### config.mk
export PLATFORM = sky130hd
export DESIGN_NAME = etprst_top
export DESIGN_NICKNAME = d
export VERILOG_FILES = /design/src/rtl/etprst_pkg.sv /design/src/rtl/etprst_top.sv
export SDC_FILE = /design/constraint.sdc
export NUM_CORES = 1
export LEC_CHECK = 0
export ABC_AREA = 1
export BUFFER_PORTS_ARGS = -buffer_cell sky130_fd_sc_hd__buf_2
export CAP_MARGIN = 20
export CORE_ASPECT_RATIO = 1.1
export CORE_MARGIN = 5
export CORE_UTILIZATION = 40
export DETAILED_ROUTE_END_ITERATION = 8
export SLEW_MARGIN = 15
export SYNTH_ARGS = -nofsm -noshare
export SYNTH_HDL_FRONTEND = slang
export SYNTH_SLANG_ARGS = --single-unit
### constraint.sdc
create_clock -name ref_clk -period 5.7 [get_ports ref_clk]
set_input_delay 0.57 -clock ref_clk [delete_from_list [all_inputs] [get_ports ref_clk]]
set_output_delay 0.57 -clock ref_clk [all_outputs]
set_load 0.02 [all_outputs]
### src/rtl/etprst_pkg.sv
// package: constants and types of the event-triggered primary reset block
package etprst_pkg;

    // ==========================================================
    // register indices (byte address is four times the index)
    localparam logic [7:0] ETPRST_IDX_TRIG_A = 8'h29;
    localparam logic [7:0] ETPRST_IDX_TRIG_B = 8'h2A;
    localparam logic [7:0] ETPRST_IDX_TRIG_C = 8'h2B;
    localparam logic [7:0] ETPRST_IDX_CFG = 8'h2E;
    localparam logic [7:0] ETPRST_IDX_STATUS = 8'h2F;
    localparam int ETPRST_ADDR_SHIFT = 2;

    // ==========================================================
    // field positions
    localparam int ETPRST_LEVEL_BIT = 7;
    localparam int ETPRST_ID_MSB = 6;
    localparam int ETPRST_CFG_POL_BIT = 6;
    localparam int ETPRST_CFG_PASS_BIT = 5;
    localparam int ETPRST_CFG_TIME_MSB = 4;
    localparam int ETPRST_CFG_TIME_LSB = 2;

    // ==========================================================
    // values after reset
    localparam logic [7:0] ETPRST_TRIG_RST = 8'h00;
    localparam logic [7:0] ETPRST_CFG_RST = 8'h00;

    // ==========================================================
    // hold-time codes
    localparam logic [2:0] ETPRST_TIME_NOW = 3'h0;
    localparam logic [2:0] ETPRST_TIME_1S0 = 3'h1;
    localparam logic [2:0] ETPRST_TIME_1S5 = 3'h2;
    localparam logic [2:0] ETPRST_TIME_2S0 = 3'h3;

    // ==========================================================
    // timing: clock rate and hold times in their own units
    localparam int unsigned ETPRST_CLK_KHZ = 200000;
    localparam int unsigned ETPRST_HOLD_1S0_MS = 1000;
    localparam int unsigned ETPRST_HOLD_1S5_MS = 1500;
    localparam int unsigned ETPRST_HOLD_2S0_MS = 2000;
    localparam int unsigned ETPRST_HOLD_1S0_CYC = ETPRST_HOLD_1S0_MS * ETPRST_CLK_KHZ;
    localparam int unsigned ETPRST_HOLD_1S5_CYC = ETPRST_HOLD_1S5_MS * ETPRST_CLK_KHZ;
    localparam int unsigned ETPRST_HOLD_2S0_CYC = ETPRST_HOLD_2S0_MS * ETPRST_CLK_KHZ;

    // ==========================================================
    // trigger sequencer states
    typedef enum logic [1:0] {
        ETPRST_ST_IDLE = 2'b00,
        ETPRST_ST_HOLD = 2'b01,
        ETPRST_ST_FIRE = 2'b10
    } etprst_state_type;

endpackage : etprst_pkg

### src/rtl/etprst_top.sv
// module: primary reset output driven by three programmable event trigger slots
module etprst_top #(
    parameter int unsigned HOLD_1S0_CYCLES = etprst_pkg::ETPRST_HOLD_1S0_CYC,
    parameter int unsigned HOLD_1S5_CYCLES = etprst_pkg::ETPRST_HOLD_1S5_CYC,
    parameter int unsigned HOLD_2S0_CYCLES = etprst_pkg::ETPRST_HOLD_2S0_CYC
) (
    input wire logic ref_clk,
    input wire logic rst_n,
    input wire logic hsel,
    input wire logic [31:0] haddr,
    input wire logic [1:0] htrans,
    input wire logic hwrite,
    input wire logic [2:0] hsize,
    input wire logic [31:0] hwdata,
    input wire logic hready,
    output logic [31:0] hrdata,
    output logic hreadyout,
    output logic hresp,
    input wire logic event_valid,
    input wire logic [6:0] event_id,
    input wire logic event_is_key,
    input wire logic event_active,
    input wire logic ext_reset_n,
    output logic primary_reset_out
);
    import etprst_pkg::*;

    // ==========================================================
    // helpers
    function automatic logic [31:0] hold_target(input logic [2:0] code);
        case (code)
            ETPRST_TIME_NOW: hold_target = 32'h0;
            ETPRST_TIME_1S0: hold_target = HOLD_1S0_CYCLES;
            ETPRST_TIME_1S5: hold_target = HOLD_1S5_CYCLES;
            default: hold_target = HOLD_2S0_CYCLES;
        endcase
    endfunction : hold_target

    // does an event match a slot, and does it break the match
    function automatic logic [1:0] slot_hit(input logic [7:0] slot, input logic [6:0] id,
                                            input logic key, input logic act);
        logic same;
        same = (slot[ETPRST_ID_MSB:0] == id) && (id != 7'h00);
        // keys only ever match presses; a level-0 key slot never sets
        slot_hit[1] = same && (act == slot[ETPRST_LEVEL_BIT]) && !(key && !act);
        slot_hit[0] = same && (act != slot[ETPRST_LEVEL_BIT]);
    endfunction : slot_hit

    // ==========================================================
    // AHB-Lite slave
    logic wr_pend_ff, nxt_wr_pend;
    logic [7:0] wr_idx_ff, nxt_wr_idx;
    logic [31:0] hrdata_ff, nxt_hrdata;
    logic [7:0] trig_ff [3];
    logic [7:0] nxt_trig [3];
    logic [7:0] cfg_ff, nxt_cfg;
    logic [2:0] match_ff, nxt_match;
    etprst_state_type state_ff, nxt_state;
    logic [31:0] cnt_ff, nxt_cnt;
    logic out_ff, nxt_out;
    logic addr_ok;
    logic [7:0] a_idx;
    logic [2:0] slot_on;
    logic all_match;

    assign addr_ok = hsel && htrans[1] && hready;
    assign a_idx = haddr[ETPRST_ADDR_SHIFT +: 8];

    // register writes land in the data phase; readback uses next values
    // so a read right behind a write sees the new contents
    always_comb
    begin
        nxt_wr_pend = addr_ok && hwrite && (haddr[31:10] == 22'h0);
        nxt_wr_idx = a_idx;
        for (int i = 0; i < 3; i++)
        begin
            nxt_trig[i] = trig_ff[i];
        end
        nxt_cfg = cfg_ff;
        if (wr_pend_ff)
        begin
            case (wr_idx_ff)
                ETPRST_IDX_TRIG_A: nxt_trig[0] = hwdata[7:0];
                ETPRST_IDX_TRIG_B: nxt_trig[1] = hwdata[7:0];
                ETPRST_IDX_TRIG_C: nxt_trig[2] = hwdata[7:0];
                ETPRST_IDX_CFG: nxt_cfg = {1'b0, hwdata[6:2], 2'b00};
                default: nxt_cfg = cfg_ff; // unmapped writes ignored
            endcase
        end
        nxt_hrdata = 32'h0;
        if (addr_ok && !hwrite && (haddr[31:10] == 22'h0))
        begin
            case (a_idx)
                ETPRST_IDX_TRIG_A: nxt_hrdata = {24'h0, nxt_trig[0]};
                ETPRST_IDX_TRIG_B: nxt_hrdata = {24'h0, nxt_trig[1]};
                ETPRST_IDX_TRIG_C: nxt_hrdata = {24'h0, nxt_trig[2]};
                ETPRST_IDX_CFG: nxt_hrdata = {24'h0, nxt_cfg};
                ETPRST_IDX_STATUS: nxt_hrdata = {27'h0, out_ff, state_ff == ETPRST_ST_FIRE,
                                                 match_ff[2], match_ff[1], match_ff[0]};
                default: nxt_hrdata = 32'h0;
            endcase
        end
    end

    // bus registers; zero wait states, always OKAY
    always_ff @(posedge ref_clk or negedge rst_n)
    begin
        if (!rst_n)
        begin
            wr_pend_ff <= 1'b0;
            wr_idx_ff <= 8'h00;
            hrdata_ff <= 32'h0;
            cfg_ff <= ETPRST_CFG_RST;
            for (int i = 0; i < 3; i++)
            begin
                trig_ff[i] <= ETPRST_TRIG_RST;
            end
        end
        else
        begin
            wr_pend_ff <= nxt_wr_pend;
            wr_idx_ff <= nxt_wr_idx;
            hrdata_ff <= nxt_hrdata;
            cfg_ff <= nxt_cfg;
            trig_ff <= nxt_trig;
        end
    end

    assign hrdata = hrdata_ff;
    assign hreadyout = 1'b1;
    assign hresp = 1'b0;

    // ==========================================================
    // slot match tracking
    // a rewritten slot starts unmatched, but an event in the same cycle that matches the old slot contents still sets it
    always_comb
    begin
        logic [1:0] hit;
        hit = 2'b00;
        nxt_match = match_ff;
        for (int i = 0; i < 3; i++)
        begin
            hit = slot_hit(trig_ff[i], event_id, event_is_key, event_active);
            if (wr_pend_ff && (wr_idx_ff == ETPRST_IDX_TRIG_A + 8'(i)))
            begin
                nxt_match[i] = 1'b0;
            end
            if (event_valid && hit[0])
            begin
                nxt_match[i] = 1'b0;
            end
            if (event_valid && hit[1])
            begin
                nxt_match[i] = 1'b1;
            end
            slot_on[i] = trig_ff[i][ETPRST_ID_MSB:0] != 7'h00;
        end
    end

    // disabled slots count as matched, but at least one slot must be on
    assign all_match = (slot_on != 3'b000) && ((match_ff | ~slot_on) == 3'b111);

    // ==========================================================
    // hold sequencer and output
    always_comb
    begin
        logic [31:0] target;
        logic req;
        target = hold_target(cfg_ff[ETPRST_CFG_TIME_MSB:ETPRST_CFG_TIME_LSB]);
        req = 1'b0;
        nxt_state = state_ff;
        nxt_cnt = cnt_ff;
        case (state_ff)
            ETPRST_ST_IDLE:
            begin
                nxt_cnt = 32'h0;
                if (all_match && (target == 32'h0))
                begin
                    nxt_state = ETPRST_ST_FIRE;
                end
                else if (all_match)
                begin
                    nxt_state = ETPRST_ST_HOLD;
                    nxt_cnt = 32'h1;
                end
            end
            ETPRST_ST_HOLD:
            begin
                // any broken match restarts the whole hold time
                if (!all_match)
                begin
                    nxt_state = ETPRST_ST_IDLE;
                    nxt_cnt = 32'h0;
                end
                else if (cnt_ff >= target)
                begin
                    nxt_state = ETPRST_ST_FIRE;
                end
                else
                begin
                    nxt_cnt = cnt_ff + 32'h1;
                end
            end
            ETPRST_ST_FIRE:
            begin
                if (!all_match)
                begin
                    nxt_state = ETPRST_ST_IDLE;
                end
                nxt_cnt = 32'h0;
            end
            default:
            begin
                nxt_state = ETPRST_ST_IDLE;
                nxt_cnt = 32'h0;
            end
        endcase
        req = (nxt_state == ETPRST_ST_FIRE) ||
              (cfg_ff[ETPRST_CFG_PASS_BIT] && !ext_reset_n);
        nxt_out = cfg_ff[ETPRST_CFG_POL_BIT] ? req : !req;
    end

    // sequencer registers; output idles high (active low by default)
    always_ff @(posedge ref_clk or negedge rst_n)
    begin
        if (!rst_n)
        begin
            match_ff <= 3'b000;
            state_ff <= ETPRST_ST_IDLE;
            cnt_ff <= 32'h0;
            out_ff <= 1'b1;
        end
        else
        begin
            match_ff <= nxt_match;
            state_ff <= nxt_state;
            cnt_ff <= nxt_cnt;
            out_ff <= nxt_out;
        end
    end

    assign primary_reset_out = out_ff;

    logic [1:0] ast_hit_b;
    assign ast_hit_b = slot_hit(trig_ff[1], event_id, event_is_key, event_active);
endmodule : etprst_top

After elaboration in Yosys (flattened, before gate mapping)
Index checks and enable logic that the tools add are counted.
- bits in registers: 111
- input bits: 85
- output and inout port bits: 35
- word-level logic and storage cells: 121
- $add $sub $neg: 1
- order comparisons: 1
- equality and inequality tests: 25
- muxes and demuxes: 30
- bitwise operators: 2
- reductions and logical operators: 49
- operators with widths (cell ; count):
    $pmux W29 S3 ; 1
    $eq A8 B6 Y1 const B ; 9
    $mux W32 ; 2
    $pmux W32 S2 ; 1
    $mux W8 ; 6
    $pmux W8 S5 ; 1
    $add A32 B1 Y32 const B ; 1
    $ge A32 B32 Y1 ; 1
    $logic_not A32 Y1 ; 1
    $logic_and A1 B1 Y1 ; 31
    $reduce_bool A7 Y1 ; 4
    $mux W24 ; 1
    $logic_not A22 Y1 ; 1
    $eq A7 B7 Y1 ; 3
    $mux W1 ; 12
    $reduce_bool A3 Y1 ; 4
    $mux W2 ; 5
    $pmux W2 S3 ; 1
    $logic_not A1 Y1 ; 5
    $eq A2 B2 Y1 const B ; 2
    $eq A1 B1 Y1 ; 3
    $eq A3 B1 Y1 const B ; 1
    $eq A3 B2 Y1 const B ; 1
    $eq A3 B3 Y1 const B ; 1
    other kinds (8) ; 10

Longest topological paths before layout
- word-level depth: 12
- mapped depth: 21
- depth with buffers taken out: 21

Worst setup path after synthesis
OpenSTA, ideal clock, no wires.
- path type: reg2reg
- from: register cfg_ff[2]
- to: register cnt_ff[16]
- setup time: 0.121 ns
- arrival time: 2.258 ns
- required time: 5.579 ns
- slack: 3.321 ns
- cell stages (with the launch flop): 15
- path buffers: 1
- period minus slack after synthesis: 2.379 ns
- path through: dfrtp_1 -> nor2_1 -> inv_1 -> nor2_1 -> ha_1 -> a21o_1 -> nor2_1 -> nand2_1 -> a21oi_1 -> nand2_2 -> buf_6 -> nor2_2 -> nand2_1 -> o21ai_0 -> nor2_1
- word-level cells in the longest chain between the ends: 4
- elaborated cells on any way between the ends: 6
- those cells by class: order compare: 1; eq/ne: 3; mux: 1; reduce/logical: 1
- ends and longest elaborated chain (element ; RTL line ; text):
    from (decl) ; etprst_top.sv:56 ; logic [7:0] cfg_ff, nxt_cfg;
    from (signal assigned) ; etprst_top.sv:124 ; cfg_ff <= nxt_cfg;
    $eq A3 B2 Y1, or another cell as far along ; etprst_top.sv:31 ; case (code)
    $pmux W29 S3 * ; etprst_top.sv:31 ;
    $ge A32 B32 Y1 * ; etprst_top.sv:195 ; else if (cnt_ff >= target)
    $ne A3 B3 Y1 (no line) * ; - ;
    to (signal assigned) ; etprst_top.sv:237 ; cnt_ff <= nxt_cnt;
    to (decl) ; etprst_top.sv:59 ; logic [31:0] cnt_ff, nxt_cnt;
Every way passes the cells marked *; elsewhere a longest branch is shown, timed or not.
A chain may end at the register's enable or synchronous reset.

Worst setup path in the final report
- from: register cfg_ff[2]
- to: register cnt_ff[10]
Same word-level chain as after synthesis.

==> impl_metrics.json <==
{
  "irDropWorstVdd_mv": 0.160,
  "ys_types": 43,
  "worstSetupPathType": "reg2reg",
  "synth_cells": 737,
  "syn_area_um2": 5560,
  "outcome": "complete, no violations",
  "multi_input_area_um2": 2820,
  "final_cell_mix": "nand2_1 (158), inv_1 (102), nor2_1 (97)",
  "path_clk_slew_ns": 0.07,
  "num_antenna_cells": 0,
  "mostFrequentLayoutCell": "nand2_1",
  "tightest_slew_ns": 0.916,
  "drive_gt1_frac": 0.140,
  "root_buffer": "clkbuf_16",
  "start_kind": "register",
  "avgSynthCellArea_um2": 7.55,
  "start_util": 0.405,
  "critPathTopFamily": "simple AND/OR/NAND/NOR gates",
  "first_global_vias": 4801,
  "yosysWarnings": 0,
  "rows": 45,
  "gr-total-overflow": 0,
  "cts_sinks": 87,
  "cts_buffers": 9,
  "gp_congestion": 0.866,
  "track_usage": 0.182,
  "cts_tree": "yes",
  "nets": 909,
  "powerDensity_nw_per_um2": 216,
  "setup_viol": 0,
  "min_period_over_period": 0.586,
  "clock_latency_ns": 0.35,
  "startpoint": "cfg_ff[2]$_DFF_PN0_",
  "fmax_mhz": 300,
  "first_pass_iters": 7,
  "clockBufferDepth": 2,
  "cts_setup_buffers": 0,
  "drt-total-wl_um": 14100,
  "drc": 0,
  "grt_pass1_wl_um": 23400,
  "vias": 4817,
  "critPathCaptureType": "register",
  "fill_cells": 1468,
  "core_um2": 13700,
  "ant_nets": 0,
  "worstHoldPathType": "in2async",
  "final_hold_viol_count": 0,
  "post_cts_resized": 0,
  "port_buffers": 63,
  "cp_slowest_cell": "nor2_1",
  "fin_worst_skew_ns": 0.00732,
  "io_pins": 120,
  "worst_ep_arrival_time_ns": 3.57,
  "period_minus_slack_ns": 3.34,
  "drv_slew": 0,
  "hpwl_um": 10800,
  "antenna_found_initial": 0,
  "routedWlPerCell_um": 14.1,
  "r2r-start": "cfg_ff[2]$_DFF_PN0_",
  "crit_buf_inv": 2,
  "crit_path_max_incr_delay_ns": 0.50,
  "crit_chain": "nor2_1 -> inv_1 -> nor2_1 -> ha_1 -> a21o_1 -> nor2_1 -> nand2_1 -> a21oi_1 -> nand2_2 -> nand2_1 -> inv_1 -> nand2_1 -> o21ai_0",
  "fp.dieArea_um2": 16400,
  "vias_per_cell": 4.84,
  "yosys_register_bits": 87,
  "ctsHoldBuffers": 0,
  "required_ns": 5.93,
  "regArea_um2": 2180,
  "die_y_um": 134,
  "yosysSeqAreaShare": 0.391,
  "cp_max_fo": 12,
  "die_w_um": 122,
  "hold-worst-slack_ns": 0.161,
  "tns_ns": 0,
  "leakage_nw": 3.11,
  "syn2layout_area_growth_pct": 12.6,
  "rsz0062_at_grt": "no",
  "ctsHtreeMaxLevel": 3,
  "slew_headroom": 0.384,
  "grt_max_degree": 54,
  "cap_violations": 0,
  "drtIter0Drc": 254
}
-- synthesized netlist by cell type --
master,n,area (um^2)
dfrtp_1,86,2150
nand2_2,4,25.0
inv_1,102,383
o31ai_1,1,7.51
a31oi_1,1,6.26
a21o_1,2,15.0
nor3_1,21,105
clkbuf_2,1,5.00
o21ai_0,23,115
nand3_2,1,10.0
o21ai_1,11,55.1
nor4b_1,1,8.76
nor4_2,1,12.5
nand3b_1,3,22.5
clkinv_1,1,3.75
nor4_4,1,21.3
buf_2,1,5.00
and3_1,1,6.26
nor2_4,3,33.8
o211ai_1,1,7.51
buf_6,4,45.0
conb_1,2,7.51
nor2_1,97,364
nor3b_1,2,15.0
o21ai_2,2,17.5
nand4_1,21,131
a22o_1,1,8.76
nor3b_4,1,18.8
nand3_4,1,17.5
o211ai_2,1,12.5
a21oi_2,5,43.8
nor2_2,5,31.3
nand3_1,40,200
xnor2_1,8,70.1
buf_4,27,203
a21oi_1,31,155
inv_2,2,7.51
nor4_1,13,81.3
dfstp_2,1,26.3
xor2_1,23,201
nor3_2,5,50.1
ha_1,21,263
nand2_1,158,593
-- flip-flops by register name, indices dropped and copies added, names as in the netlist --
register           count
state_ff               2
trig_ff               24
match_ff               3
cnt_ff                32
wr_idx_ff              8
primary_reset_out      1
wr_pend_ff             1
cfg_ff                 8
hrdata                 8
-- logic make-up (layout without fill, tap and decap cells) --
| group | Yosys count | in the layout | share of synthesized area |
|---|---|---|---|
| buffers and inverters | 138 | 185 | 0.117 |
| AND/OR/NAND/NOR | 379 | 379 | 0.314 |
| flip-flops | 87 | 87 | 0.392 |
| other | 2 | 26 | 0.00135 |
| XOR/XNOR | 31 | 31 | 0.0488 |
| adder cells (fa/ha/maj) | 21 | 21 | 0.0472 |
| AO/OA/AOI/OAI | 79 | 79 | 0.0798 |
-- layout make-up --
| class | instances | share of cell area |
|---|---|---|
| multi-input cells | 536 | 0.451 |
| flip-flops and latches | 87 | 0.348 |
| inverters | 105 | 0.0629 |
| repair buffers | 64 | 0.0519 |
| clock buffers | 10 | 0.0381 |
| well taps | 188 | 0.0375 |
| clock inverters | 6 | 0.0110 |
-- metal layers --
layer,up-vias,GRT usage,part of all wire
met5,-,0,0
li1,2461,-,-
met3,28,0.0425,0.049
met2,118,0.292,0.47
met4,0,0.0784,0.028
met1,2210,0.233,0.45
-- metrics by stage --
step,area [um^2],power (mW),utilization,setup slack [ns],std cells
2_1_floorplan,5650,0.712,-,3.32,761
3_3_place_gp,5960,0.749,0.434,2.38,980
3_5_place_dp,5960,0.750,0.434,2.37,980
4_1_cts,6260,1.37,0.456,2.36,996
5_1_grt,6260,1.40,0.456,2.10,996
6_report,6260,1.36,0.456,2.36,996
-- report_power, final --
group	total [mW]	switching, mW	leakage, nW	internal [mW]
clock network	0.618	0.264	0.149	0.354
registers	0.637	0.00862	1.09	0.628
logic	0.101	0.0682	1.87	0.0324
total	1.36	0.341	3.11	1.01
-- worst paths after layout --
kind,depth (start not counted),slack [ns],endpoint
max in group asynchronous,2,4.46,trig_ff[17]$_DFF_PN0_
max reg2reg,13,2.36,cnt_ff[10]$_DFFE_PN0P_
max,13,2.36,cnt_ff[10]$_DFFE_PN0P_
min,1,0.16,cnt_ff[15]$_DFFE_PN0P_
min in group ref_clk,1,0.34,wr_idx_ff[5]$_DFF_PN0_
min reg2reg,2,0.49,primary_reset_out$_DFF_PN1_
(Power assumes the default switching activity.)
